## config.mk

```make
export PLATFORM = sky130hd
export DESIGN_NAME = ivr_top
export DESIGN_NICKNAME = d
export VERILOG_FILES = /design/src/inc/ivr_pkg.sv /design/src/verilog/ivr_src_map.sv /design/src/verilog/ivr_top.sv
export SDC_FILE = /design/constraint.sdc
export NUM_CORES = 1
export LEC_CHECK = 0
export BUFFER_PORTS_ARGS = -buffer_cell sky130_fd_sc_hd__clkbuf_2
export CAP_MARGIN = 25
export CORE_MARGIN = 2
export CORE_UTILIZATION = 30
export DETAILED_ROUTE_END_ITERATION = 10
export PLACE_DENSITY = 0.51
export RECOVER_POWER = 50
export SYNTH_ARGS = -nofsm -noshare
export SYNTH_HDL_FRONTEND = slang
export SYNTH_HIERARCHICAL = 1
export SYNTH_SLANG_ARGS = --single-unit
```

## constraint.sdc

```tcl
create_clock -name SYS_CLK_I -period 88.6 [get_ports SYS_CLK_I]
set_clock_uncertainty 0.05 [all_clocks]
set_input_delay 4.43 -clock SYS_CLK_I [delete_from_list [all_inputs] [get_ports SYS_CLK_I]]
set_output_delay 4.43 -clock SYS_CLK_I [all_outputs]
set_load 0.02 [all_outputs]
```

## src/inc/ivr_pkg.sv

```systemverilog
// Package for the interrupt vector resolver: table addresses, vector numbers, carrier types.
// Assumes a 20-bit address space and a CPU-clocked sequencer on the far side.
package ivr_pkg;
  localparam int ADDR_W = 20;
  localparam int LVL_W = 3;
  localparam int NUM_VEC = 32;
  localparam int VEC_PERIPH_LO = 4;
  localparam int VEC_BYTES = 4;
  localparam int RELOC_BYTES = 256;
  localparam logic [19:0] FIX_TABLE_LO = 20'hF_FFDC;
  localparam logic [19:0] FIX_TABLE_HI = 20'hF_FFFF;
  localparam logic [19:0] BRK_PROBE_ADDR = 20'hF_FFE7;
  localparam logic [7:0] BRK_PROBE_EMPTY = 8'hFF;
  localparam logic [5:0] SW_UNMASKED_LO = 6'h20;
  // Relocatable vector numbers of the peripheral sources
  localparam int VEC_EXT3 = 4;
  localparam int VEC_TB5 = 5;
  localparam int VEC_SHARE6 = 6;
  localparam int VEC_SHARE7 = 7;
  localparam int VEC_SHARE8 = 8;
  localparam int VEC_SHARE9 = 9;
  localparam int VEC_COL2 = 10;
  localparam int VEC_DMA0 = 11;
  localparam int VEC_KEY = 13;
  localparam int VEC_ADC = 14;
  localparam int VEC_SER_TX0 = 15;
  localparam int VEC_TA0 = 21;
  localparam int VEC_TB0 = 26;
  localparam int VEC_EXT0 = 29;

  // Fixed vector slots, four bytes apart from the table bottom
  typedef enum logic [3:0] {
    IVR_FIX_UNDEF = 4'h0,
    IVR_FIX_OVF = 4'h1,
    IVR_FIX_BRK = 4'h2,
    IVR_FIX_ADDR_MATCH = 4'h3,
    IVR_FIX_STEP = 4'h4,
    IVR_FIX_WDT_GROUP = 4'h5,
    IVR_FIX_DEBUG = 4'h6,
    IVR_FIX_NMI = 4'h7,
    IVR_FIX_RESET = 4'h8
  } ivr_fix_t;
  localparam int NUM_FIX = 9;

  typedef enum logic [1:0] {
    IVR_IDLE = 2'b00,
    IVR_PROBE = 2'b01,
    IVR_FETCH = 2'b11,
    IVR_DONE = 2'b10
  } ivr_state_t;

  // Serial channel order: index 0, 1, 2 for channels zero, one and two
  typedef struct packed {
    logic [5:0] ext_irq;
    logic [1:0] dma;
    logic key;
    logic adc;
    logic [2:0] ser_tx;
    logic [2:0] ser_rx;
    logic [2:0] ser_nack;
    logic [2:0] ser_ack;
    logic [2:0] ser_collision;
    logic [2:0] ser_start_stop;
    logic [4:0] timer_a;
    logic [5:0] timer_b;
    logic clocked_serial_three;
    logic clocked_serial_four;
  } ivr_periph_t;

  // Select bit 1 picks the external input or the collision source
  typedef struct packed {
    logic vec6_source_select;
    logic vec7_source_select;
    logic vec8_source_select;
    logic vec9_source_select;
    logic [2:0] i2c_mode;
  } ivr_route_t;
endpackage : ivr_pkg

```

## src/verilog/ivr_src_map.sv

```systemverilog
// Maps peripheral event pulses onto relocatable vector numbers 4 to 31.
// Assumes event pulses come from logic on the same clock.
`timescale 1ns/1ps
`default_nettype none
module ivr_src_map (
  input wire logic clk_i,
  input wire logic rst_i,
  input wire ivr_pkg::ivr_periph_t periph_i,
  input wire ivr_pkg::ivr_route_t route_i,
  output logic [ivr_pkg::NUM_VEC-1:0] req_o
);
  import ivr_pkg::*;

  logic [2:0] col_event;

  always_comb begin
    col_event = '0;
    for (int c = 0; c < 3; c++) begin
      col_event[c] = route_i.i2c_mode[c] ? periph_i.ser_start_stop[c] : periph_i.ser_collision[c];
    end
  end

  always_comb begin
    req_o = '0; // Numbers 0 to 3 never carry a source
    req_o[VEC_EXT3] = periph_i.ext_irq[3];
    req_o[VEC_TB5] = periph_i.timer_b[5];
    req_o[VEC_SHARE6] = route_i.vec6_source_select ? col_event[1] : periph_i.timer_b[4];
    req_o[VEC_SHARE7] = route_i.vec7_source_select ? col_event[0] : periph_i.timer_b[3];
    req_o[VEC_SHARE8] = route_i.vec8_source_select ? periph_i.ext_irq[5] : periph_i.clocked_serial_four;
    req_o[VEC_SHARE9] = route_i.vec9_source_select ? periph_i.ext_irq[4] : periph_i.clocked_serial_three;
    req_o[VEC_COL2] = col_event[2];
    req_o[VEC_DMA0 +: 2] = periph_i.dma;
    req_o[VEC_KEY] = periph_i.key;
    req_o[VEC_ADC] = periph_i.adc;
    // Channel order in the table is two, zero, one
    for (int k = 0; k < 3; k++) begin
      int ch;
      ch = (k + 2) % 3;
      req_o[VEC_SER_TX0 + 2*k] = route_i.i2c_mode[ch] ? periph_i.ser_nack[ch] : periph_i.ser_tx[ch];
      req_o[VEC_SER_TX0 + 2*k + 1] = route_i.i2c_mode[ch] ? periph_i.ser_ack[ch] : periph_i.ser_rx[ch];
    end
    req_o[VEC_TA0 +: 5] = periph_i.timer_a;
    req_o[VEC_TB0 +: 3] = periph_i.timer_b[2:0];
    req_o[VEC_EXT0 +: 3] = periph_i.ext_irq[2:0];
  end

  property p_vec8_select;
    @(posedge clk_i) disable iff (rst_i)
    route_i.vec8_source_select |-> req_o[VEC_SHARE8] == periph_i.ext_irq[5];
  endproperty
  a_vec8_select: assert property (p_vec8_select) else $error("Vector 8 not from chosen source");

  property p_i2c_nack;
    @(posedge clk_i) disable iff (rst_i)
    route_i.i2c_mode[2] |-> req_o[VEC_SER_TX0] == periph_i.ser_nack[2] && req_o[VEC_SER_TX0+1] == periph_i.ser_ack[2];
  endproperty
  a_i2c_nack: assert property (p_i2c_nack) else $error("I2C vectors not from ack events");

  property p_collision_mode;
    @(posedge clk_i) disable iff (rst_i)
    !route_i.i2c_mode[2] |-> req_o[VEC_COL2] == periph_i.ser_collision[2];
  endproperty
  a_collision_mode: assert property (p_collision_mode) else $error("Collision vector wrong in IE mode");
endmodule : ivr_src_map
`default_nettype wire

```

## src/verilog/ivr_top.sv

```systemverilog
// Interrupt vector resolver: accepts a request, fetches its 4-byte vector, loads the PC.
// Assumes a CPU-clocked memory port that answers with MEM_ACK_I and a sequencer that waits on BUSY_O.
`timescale 1ns/1ps
`default_nettype none
module ivr_top (
  input wire logic SYS_CLK_I,
  input wire logic RST_I,
  input wire ivr_pkg::ivr_periph_t PERIPH_I,
  input wire ivr_pkg::ivr_route_t ROUTE_I,
  input wire logic [ivr_pkg::NUM_VEC-1:0][ivr_pkg::LVL_W-1:0] LEVEL_I,
  input wire logic [ivr_pkg::NUM_VEC-1:0] PEND_CLR_I,
  input wire logic GLOBAL_EN_I,
  input wire logic [ivr_pkg::LVL_W-1:0] IPL_I,
  input wire logic [ivr_pkg::NUM_FIX-1:0] SPECIAL_I,
  input wire logic SW_REQ_I,
  input wire logic [5:0] SW_NUM_I,
  input wire logic [ivr_pkg::ADDR_W-1:0] VECTOR_BASE_I,
  output logic MEM_REQ_O,
  output logic MEM_WORD_O,
  output logic [ivr_pkg::ADDR_W-1:0] MEM_ADDR_O,
  input wire logic MEM_ACK_I,
  input wire logic [15:0] MEM_RDATA_I,
  output logic PC_LOAD_O,
  output logic [ivr_pkg::ADDR_W-1:0] PC_O,
  output logic TAKE_O,
  output logic TAKE_FIXED_O,
  output logic [5:0] TAKE_NUM_O,
  output logic [ivr_pkg::LVL_W-1:0] TAKE_LEVEL_O,
  output logic BUSY_O,
  output logic [ivr_pkg::NUM_VEC-1:0] PEND_O
);
  import ivr_pkg::*;

  logic [NUM_VEC-1:0] raw_req;
  ivr_state_t state, next_state;
  logic [NUM_VEC-1:0] pend, next_pend;
  logic reloc, next_reloc;
  logic [5:0] num, next_num;
  logic [3:0] fix, next_fix;
  logic [1:0] part, next_part;
  logic [31:0] vec, next_vec;
  logic [ADDR_W-1:0] base, next_base;
  logic [ADDR_W-1:0] pc, next_pc;
  logic pc_load, next_pc_load;
  logic take, next_take;
  logic take_fixed, next_take_fixed;
  logic [5:0] take_num, next_take_num;
  logic [LVL_W-1:0] take_level, next_take_level;
  logic [NUM_VEC-1:0] take_clr;
  logic best_found;
  logic [4:0] best_num;
  logic [LVL_W-1:0] best_lvl;
  logic spec_any;
  logic [3:0] spec_idx;
  logic [ADDR_W-1:0] vec_addr;
  logic word_mode;
  logic [1:0] last_part;

  ivr_src_map u_src_map (
    .clk_i(SYS_CLK_I),
    .rst_i(RST_I),
    .periph_i(PERIPH_I),
    .route_i(ROUTE_I),
    .req_o(raw_req)
  );

  // Highest level wins; ties go to the lower number
  always_comb begin
    best_found = 1'b0;
    best_num = '0;
    best_lvl = '0;
    for (int i = VEC_PERIPH_LO; i < NUM_VEC; i++) begin
      if (pend[i] && LEVEL_I[i] > IPL_I && (!best_found || LEVEL_I[i] > best_lvl)) begin
        best_found = 1'b1;
        best_num = 5'(i);
        best_lvl = LEVEL_I[i];
      end
    end
  end

  // Highest special index wins, so reset beats everything
  always_comb begin
    spec_any = 1'b0;
    spec_idx = '0;
    for (int j = 0; j < NUM_FIX; j++) begin
      if (SPECIAL_I[j]) begin
        spec_any = 1'b1;
        spec_idx = 4'(j);
      end
    end
  end

  always_comb begin
    if (reloc) begin
      vec_addr = base + {12'h000, num, 2'b00};
    end else begin
      vec_addr = FIX_TABLE_LO + {14'h0000, fix, 2'b00};
    end
    // Odd addresses cost byte reads, so an even base is faster
    word_mode = ~vec_addr[0];
    last_part = word_mode ? 2'd1 : 2'd3;
  end

  always_comb begin
    MEM_REQ_O = (state == IVR_PROBE) || (state == IVR_FETCH);
    MEM_WORD_O = (state == IVR_FETCH) && word_mode;
    if (state == IVR_PROBE) begin
      MEM_ADDR_O = BRK_PROBE_ADDR;
    end else if (word_mode) begin
      MEM_ADDR_O = vec_addr + {17'h0_0000, part, 1'b0};
    end else begin
      MEM_ADDR_O = vec_addr + {18'h0_0000, part};
    end
  end

  always_comb begin
    next_state = state;
    next_reloc = reloc;
    next_num = num;
    next_fix = fix;
    next_part = part;
    next_vec = vec;
    next_base = base;
    next_pc = pc;
    next_pc_load = 1'b0;
    next_take = 1'b0;
    next_take_fixed = take_fixed;
    next_take_num = take_num;
    next_take_level = take_level;
    take_clr = '0;
    unique case (state)
      IVR_IDLE: begin
        next_part = '0;
        next_base = VECTOR_BASE_I;
        if (spec_any) begin
          next_reloc = 1'b0;
          next_fix = spec_idx;
          next_take = 1'b1;
          next_take_fixed = 1'b1;
          next_take_num = {2'b00, spec_idx};
          next_take_level = '0;
          next_state = (spec_idx == IVR_FIX_BRK) ? IVR_PROBE : IVR_FETCH;
        end else if (SW_REQ_I) begin
          // Instruction interrupts never look at the enable flag
          next_reloc = 1'b1;
          next_num = SW_NUM_I;
          next_take = 1'b1;
          next_take_fixed = 1'b0;
          next_take_num = SW_NUM_I;
          next_take_level = '0;
          next_state = IVR_FETCH;
        end else if (GLOBAL_EN_I && best_found) begin
          next_reloc = 1'b1;
          next_num = {1'b0, best_num};
          next_take = 1'b1;
          next_take_fixed = 1'b0;
          next_take_num = {1'b0, best_num};
          next_take_level = best_lvl;
          take_clr[best_num] = 1'b1;
          next_state = IVR_FETCH;
        end
      end
      IVR_PROBE: begin
        if (MEM_ACK_I) begin
          if (MEM_RDATA_I[7:0] == BRK_PROBE_EMPTY) begin
            next_reloc = 1'b1;
            next_num = '0;
          end
          next_state = IVR_FETCH;
        end
      end
      IVR_FETCH: begin
        if (MEM_ACK_I) begin
          // Low address first, little-endian assembly
          if (word_mode) begin
            next_vec[{part[0], 4'h0} +: 16] = MEM_RDATA_I;
          end else begin
            next_vec[{part, 3'h0} +: 8] = MEM_RDATA_I[7:0];
          end
          if (part == last_part) begin
            next_state = IVR_DONE;
          end else begin
            next_part = part + 2'd1;
          end
        end
      end
      IVR_DONE: begin
        next_pc = vec[ADDR_W-1:0];
        next_pc_load = 1'b1;
        next_state = IVR_IDLE;
      end
    endcase
    // A new event beats any clear in the same cycle
    next_pend = ((pend & ~PEND_CLR_I & ~take_clr) | raw_req) & ~NUM_VEC'(4'hF);
  end

  always_ff @(posedge SYS_CLK_I or posedge RST_I) begin
    if (RST_I) begin
      state <= IVR_IDLE;
      pend <= '0;
      reloc <= 1'b0;
      num <= '0;
      fix <= '0;
      part <= '0;
      vec <= '0;
      base <= '0;
      pc <= '0;
      pc_load <= 1'b0;
      take <= 1'b0;
      take_fixed <= 1'b0;
      take_num <= '0;
      take_level <= '0;
    end else begin
      state <= next_state;
      pend <= next_pend;
      reloc <= next_reloc;
      num <= next_num;
      fix <= next_fix;
      part <= next_part;
      vec <= next_vec;
      base <= next_base;
      pc <= next_pc;
      pc_load <= next_pc_load;
      take <= next_take;
      take_fixed <= next_take_fixed;
      take_num <= next_take_num;
      take_level <= next_take_level;
    end
  end

  assign PC_LOAD_O = pc_load;
  assign PC_O = pc;
  assign TAKE_O = take;
  assign TAKE_FIXED_O = take_fixed;
  assign TAKE_NUM_O = take_num;
  assign TAKE_LEVEL_O = take_level;
  assign BUSY_O = (state != IVR_IDLE);
  assign PEND_O = pend;

  property p_fixed_range;
    @(posedge SYS_CLK_I) disable iff (RST_I)
    MEM_REQ_O && !reloc |-> MEM_ADDR_O >= FIX_TABLE_LO && MEM_ADDR_O <= FIX_TABLE_HI;
  endproperty
  a_fixed_range: assert property (p_fixed_range) else $error("Fixed fetch outside fixed table");

  property p_reloc_addr;
    @(posedge SYS_CLK_I) disable iff (RST_I)
    state == IVR_FETCH && reloc && part == 2'd0 |-> MEM_ADDR_O == base + {12'h000, num, 2'b00};
  endproperty
  a_reloc_addr: assert property (p_reloc_addr) else $error("Relocatable vector address wrong");

  property p_odd_bytes;
    @(posedge SYS_CLK_I) disable iff (RST_I)
    MEM_REQ_O && reloc && base[0] |-> !MEM_WORD_O;
  endproperty
  a_odd_bytes: assert property (p_odd_bytes) else $error("Odd base fetched by words");

  property p_probe_redirect;
    @(posedge SYS_CLK_I) disable iff (RST_I)
    state == IVR_PROBE && MEM_ACK_I && MEM_RDATA_I[7:0] == BRK_PROBE_EMPTY |=> reloc && num == 6'h00;
  endproperty
  a_probe_redirect: assert property (p_probe_redirect) else $error("Break not redirected to entry zero");

  property p_mask_accept;
    @(posedge SYS_CLK_I) disable iff (RST_I)
    TAKE_O && !TAKE_FIXED_O && TAKE_LEVEL_O != 3'd0 |-> $past(GLOBAL_EN_I) && TAKE_LEVEL_O > $past(IPL_I);
  endproperty
  a_mask_accept: assert property (p_mask_accept) else $error("Maskable accepted against gating");

  property p_done_load;
    @(posedge SYS_CLK_I) disable iff (RST_I)
    state == IVR_DONE |=> PC_LOAD_O && PC_O == $past(vec[19:0]) && !BUSY_O;
  endproperty
  a_done_load: assert property (p_done_load) else $error("PC not loaded from vector");

  property p_sw_unmasked;
    @(posedge SYS_CLK_I) disable iff (RST_I)
    state == IVR_IDLE && !spec_any && SW_REQ_I && SW_NUM_I >= SW_UNMASKED_LO |=> TAKE_O && BUSY_O;
  endproperty
  a_sw_unmasked: assert property (p_sw_unmasked) else $error("Software interrupt not taken");

  // A fresh event on the same vector legally keeps the flag, so it is excluded
  property p_pend_clear;
    @(posedge SYS_CLK_I) disable iff (RST_I)
    state == IVR_IDLE && !spec_any && !SW_REQ_I && GLOBAL_EN_I && best_found && !raw_req[best_num] |=>
      TAKE_O && !pend[$past(best_num)];
  endproperty
  a_pend_clear: assert property (p_pend_clear) else $error("Accepted request left pending");
endmodule : ivr_top
`default_nettype wire
```

==> flow_metrics.env <==
export IMPL_ios=322
export IMPL_setup_tns_final_ps=0
export IMPL_top_usage_layer="met2"
export IMPL_nets=2236
export IMPL_drtIter0Drc=594
export IMPL_routed_wl_um=44000
export IMPL_power_density_nw_per_um2=42.3
export IMPL_antenna_left=0
export IMPL_dieArea_um2=43600
export IMPL_setup_viol=0
export IMPL_antenna_cells=0
export IMPL_hold_viol=0
export IMPL_grt_ovfl_total=0
export IMPL_viasPerCell=5.28
export IMPL_drv_cap=3
export IMPL_failed_checks="max-capacitance violations, max-slew violations"
export IMPL_clock_latency_ps=440
export IMPL_num_vias=12611
export IMPL_synth_cells=1556
export IMPL_cp_end_kind="flip-flop"
export IMPL_outcome="finished, violations left"
export IMPL_final_core_util_pct=36.3
export IMPL_p_sw_uw=346
export IMPL_met1_usage_pct=28.3
export IMPL_timing_final_max_slew_violations=87
export IMPL_path_class="input port to flip-flop"
export IMPL_worst_setup_path_start_kind="input port"
export IMPL_grt_total_usage_pct=20.1
export IMPL_cts_hold_buf=0
export IMPL_synth_warnings=6
export IMPL_grt_pass1_wl_um=68900
export IMPL_cts_max_level=4
export IMPL_timing_final_crit_share_pct=55.1
export IMPL_fp_row_count=75
export IMPL_wl_per_cell_um=18.4
export IMPL_met2_usage_pct=32.5
export IMPL_internal_power_uw=292
export IMPL_fillers=4419
export IMPL_max_stage_delay_ps=640
export IMPL_use_met3_pct=2.54
export IMPL_numCtsBuffers=17
export IMPL_hold_slack_ps=422
export IMPL_die_w_um=209
export IMPL_synthesis_area_um2=12600
export IMPL_leakage_uw=0.00737
export IMPL_post_cts_buffers=0
export IMPL_min_delay_path_class="flip-flop to flip-flop"
export IMPL_crit_slowest_cell="o31ai_1"
export IMPL_initial_core_util_pct=30.2
export IMPL_die_h_um=209
export IMPL_vdd_ir_drop_max_uv=24.6
export IMPL_worstMarginPinSlew_ps=2460
export IMPL_grt_pass1_vias=12230
export IMPL_drc=0
export IMPL_cp_arrival_ps=49100
export IMPL_clockRootBuffer="clkbuf_16"
export IMPL_coreArea_um2=41700
export IMPL_netSwitchingFraction_pct=54.3
export IMPL_crit_path_max_fanout=28
export IMPL_pwr_share_comb_pct=75.2
export IMPL_cp_required_ps=88840
export IMPL_io_buffers=301
export IMPL_gp_congestion=0.887
export IMPL_antenna_found_initial=1
export IMPL_area_growth_pct=19.9
export IMPL_cts_tree="built"
export IMPL_min_period_ps=48860
export IMPL_max_slew_margin_pct=-65.1
export IMPL_clkSinkCount=115
export IMPL_seq_power_share_pct=13.3
export IMPL_rsz0062_at_grt="false"
export IMPL_cts_resized=0
export IMPL_syn_avg_cell_area_um2=8.09
export IMPL_fmax_ghz=0.0205
export IMPL_cts_max_path_buffers=2
export IMPL_grt_max_degree=65
export IMPL_dr_pass1_iters=7
export IMPL_power_frac_clock_pct=11.5
export IMPL_clk_pin_slew_worst_paths_ps=60
export IMPL_dp_hpwl_um=35500
export IMPL_power_uw=639
export IMPL_drive_gt1_share_pct=22.7
export IMPL_crit_path_frequent_cell="a21oi_1"
## layer usage
metal,wire (µm),up-vias,share of wire [%]
li1,-,6224,-
met1,21100,6014,48
met2,20200,337,46
met3,1950,36,4.4
met4,746,0,1.7
met5,0,-,0
## placed cells by master (no fill, tap or decap), drive strengths merged, types with 13 or more instances in the layout
cell / n
o31ai: 14
a211oi: 14
nand3: 67
nand2: 162
nand2b: 21
o21ai: 100
nor2b: 42
nor3: 23
ha: 160
inv: 158
and3: 13
o21a: 15
a22oi: 20
a21o: 24
mux2: 57
xor2: 18
nor2: 95
a21oi: 140
a31oi: 25
clkbuf: 319
dfrtp: 115
and2: 16
xnor2: 17
## final timing paths
path                       cells past startpoint                    to  slack, ps           startpoint
max in group asynchronous                      3  PEND_O[20]$_DFF_PP0_      82110                RST_I
min                                            2   vec[13]$_DFFE_PP0P_        420  vec[13]$_DFFE_PP0P_
min in group asynchronous                      2      TAKE_O$_DFF_PP0_       4590                RST_I
min reg2reg                                    2   vec[13]$_DFFE_PP0P_        420  vec[13]$_DFFE_PP0P_
max                                          218  PEND_O[19]$_DFF_PP0_      39740             IPL_I[1]
max reg2reg                                  213  PEND_O[19]$_DFF_PP0_      44440  PEND_O[4]$_DFF_PP0_
## state kept, by name, summed over array words and instances (netlist names)
| register | count |
|---|---|
| TAKE_NUM_O | 6 |
| TAKE_LEVEL_O | 3 |
| PC_O | 20 |
| state | 2 |
| base | 20 |
| PEND_O | 28 |
| num | 6 |
| TAKE_FIXED_O | 1 |
| fix | 4 |
| part | 2 |
| TAKE_O | 1 |
| PC_LOAD_O | 1 |
| vec | 20 |
| reloc | 1 |
## power by group through the flow
stage / combinational, µW / sequential, µW / clock (µW)
6_report: 480 / 84.8 / 73.5
5_1_grt: 536 / 87.6 / 77.2
4_1_cts: 483 / 84.9 / 74.8
3_5_place_dp: 480 / 85.7 / 0
3_3_place_gp: 470 / 85.1 / 0
2_1_floorplan: 327 / 88.2 / 0
## layout make-up
| class | count | area, µm² | share of cell area [%] |
|---|---|---|---|
| inverters | 152 | 572 | 3.78 |
| repair buffers | 313 | 1540 | 10.2 |
| clock inverters | 15 | 170 | 1.13 |
| clock buffers | 17 | 425 | 2.82 |
| well taps | 539 | 674 | 4.46 |
| flip-flops and latches | 115 | 2880 | 19.0 |
| multi-input cells | 1239 | 8850 | 58.6 |
## worst max-delay path, delay by kind of cell
kind            cells  cell delay [ps]
compound gates    107            20430
simple gates       55            10600
mux                10             3160
fa+ha+maj          30             8530
buf+inv            16             1790
## per-stage QoR
step | setup WS [ps] | cells | cell area, µm²
final | 39740 | 2390 | 15100
after global placement | 40210 | 2356 | 14600
after global routing | 35590 | 2390 | 15100
after detailed placement | 39810 | 2358 | 14600
after floorplan | 45830 | 1559 | 12600
after CTS | 40100 | 2390 | 15200
No activity file was read; power rests on OpenSTA's default activity.
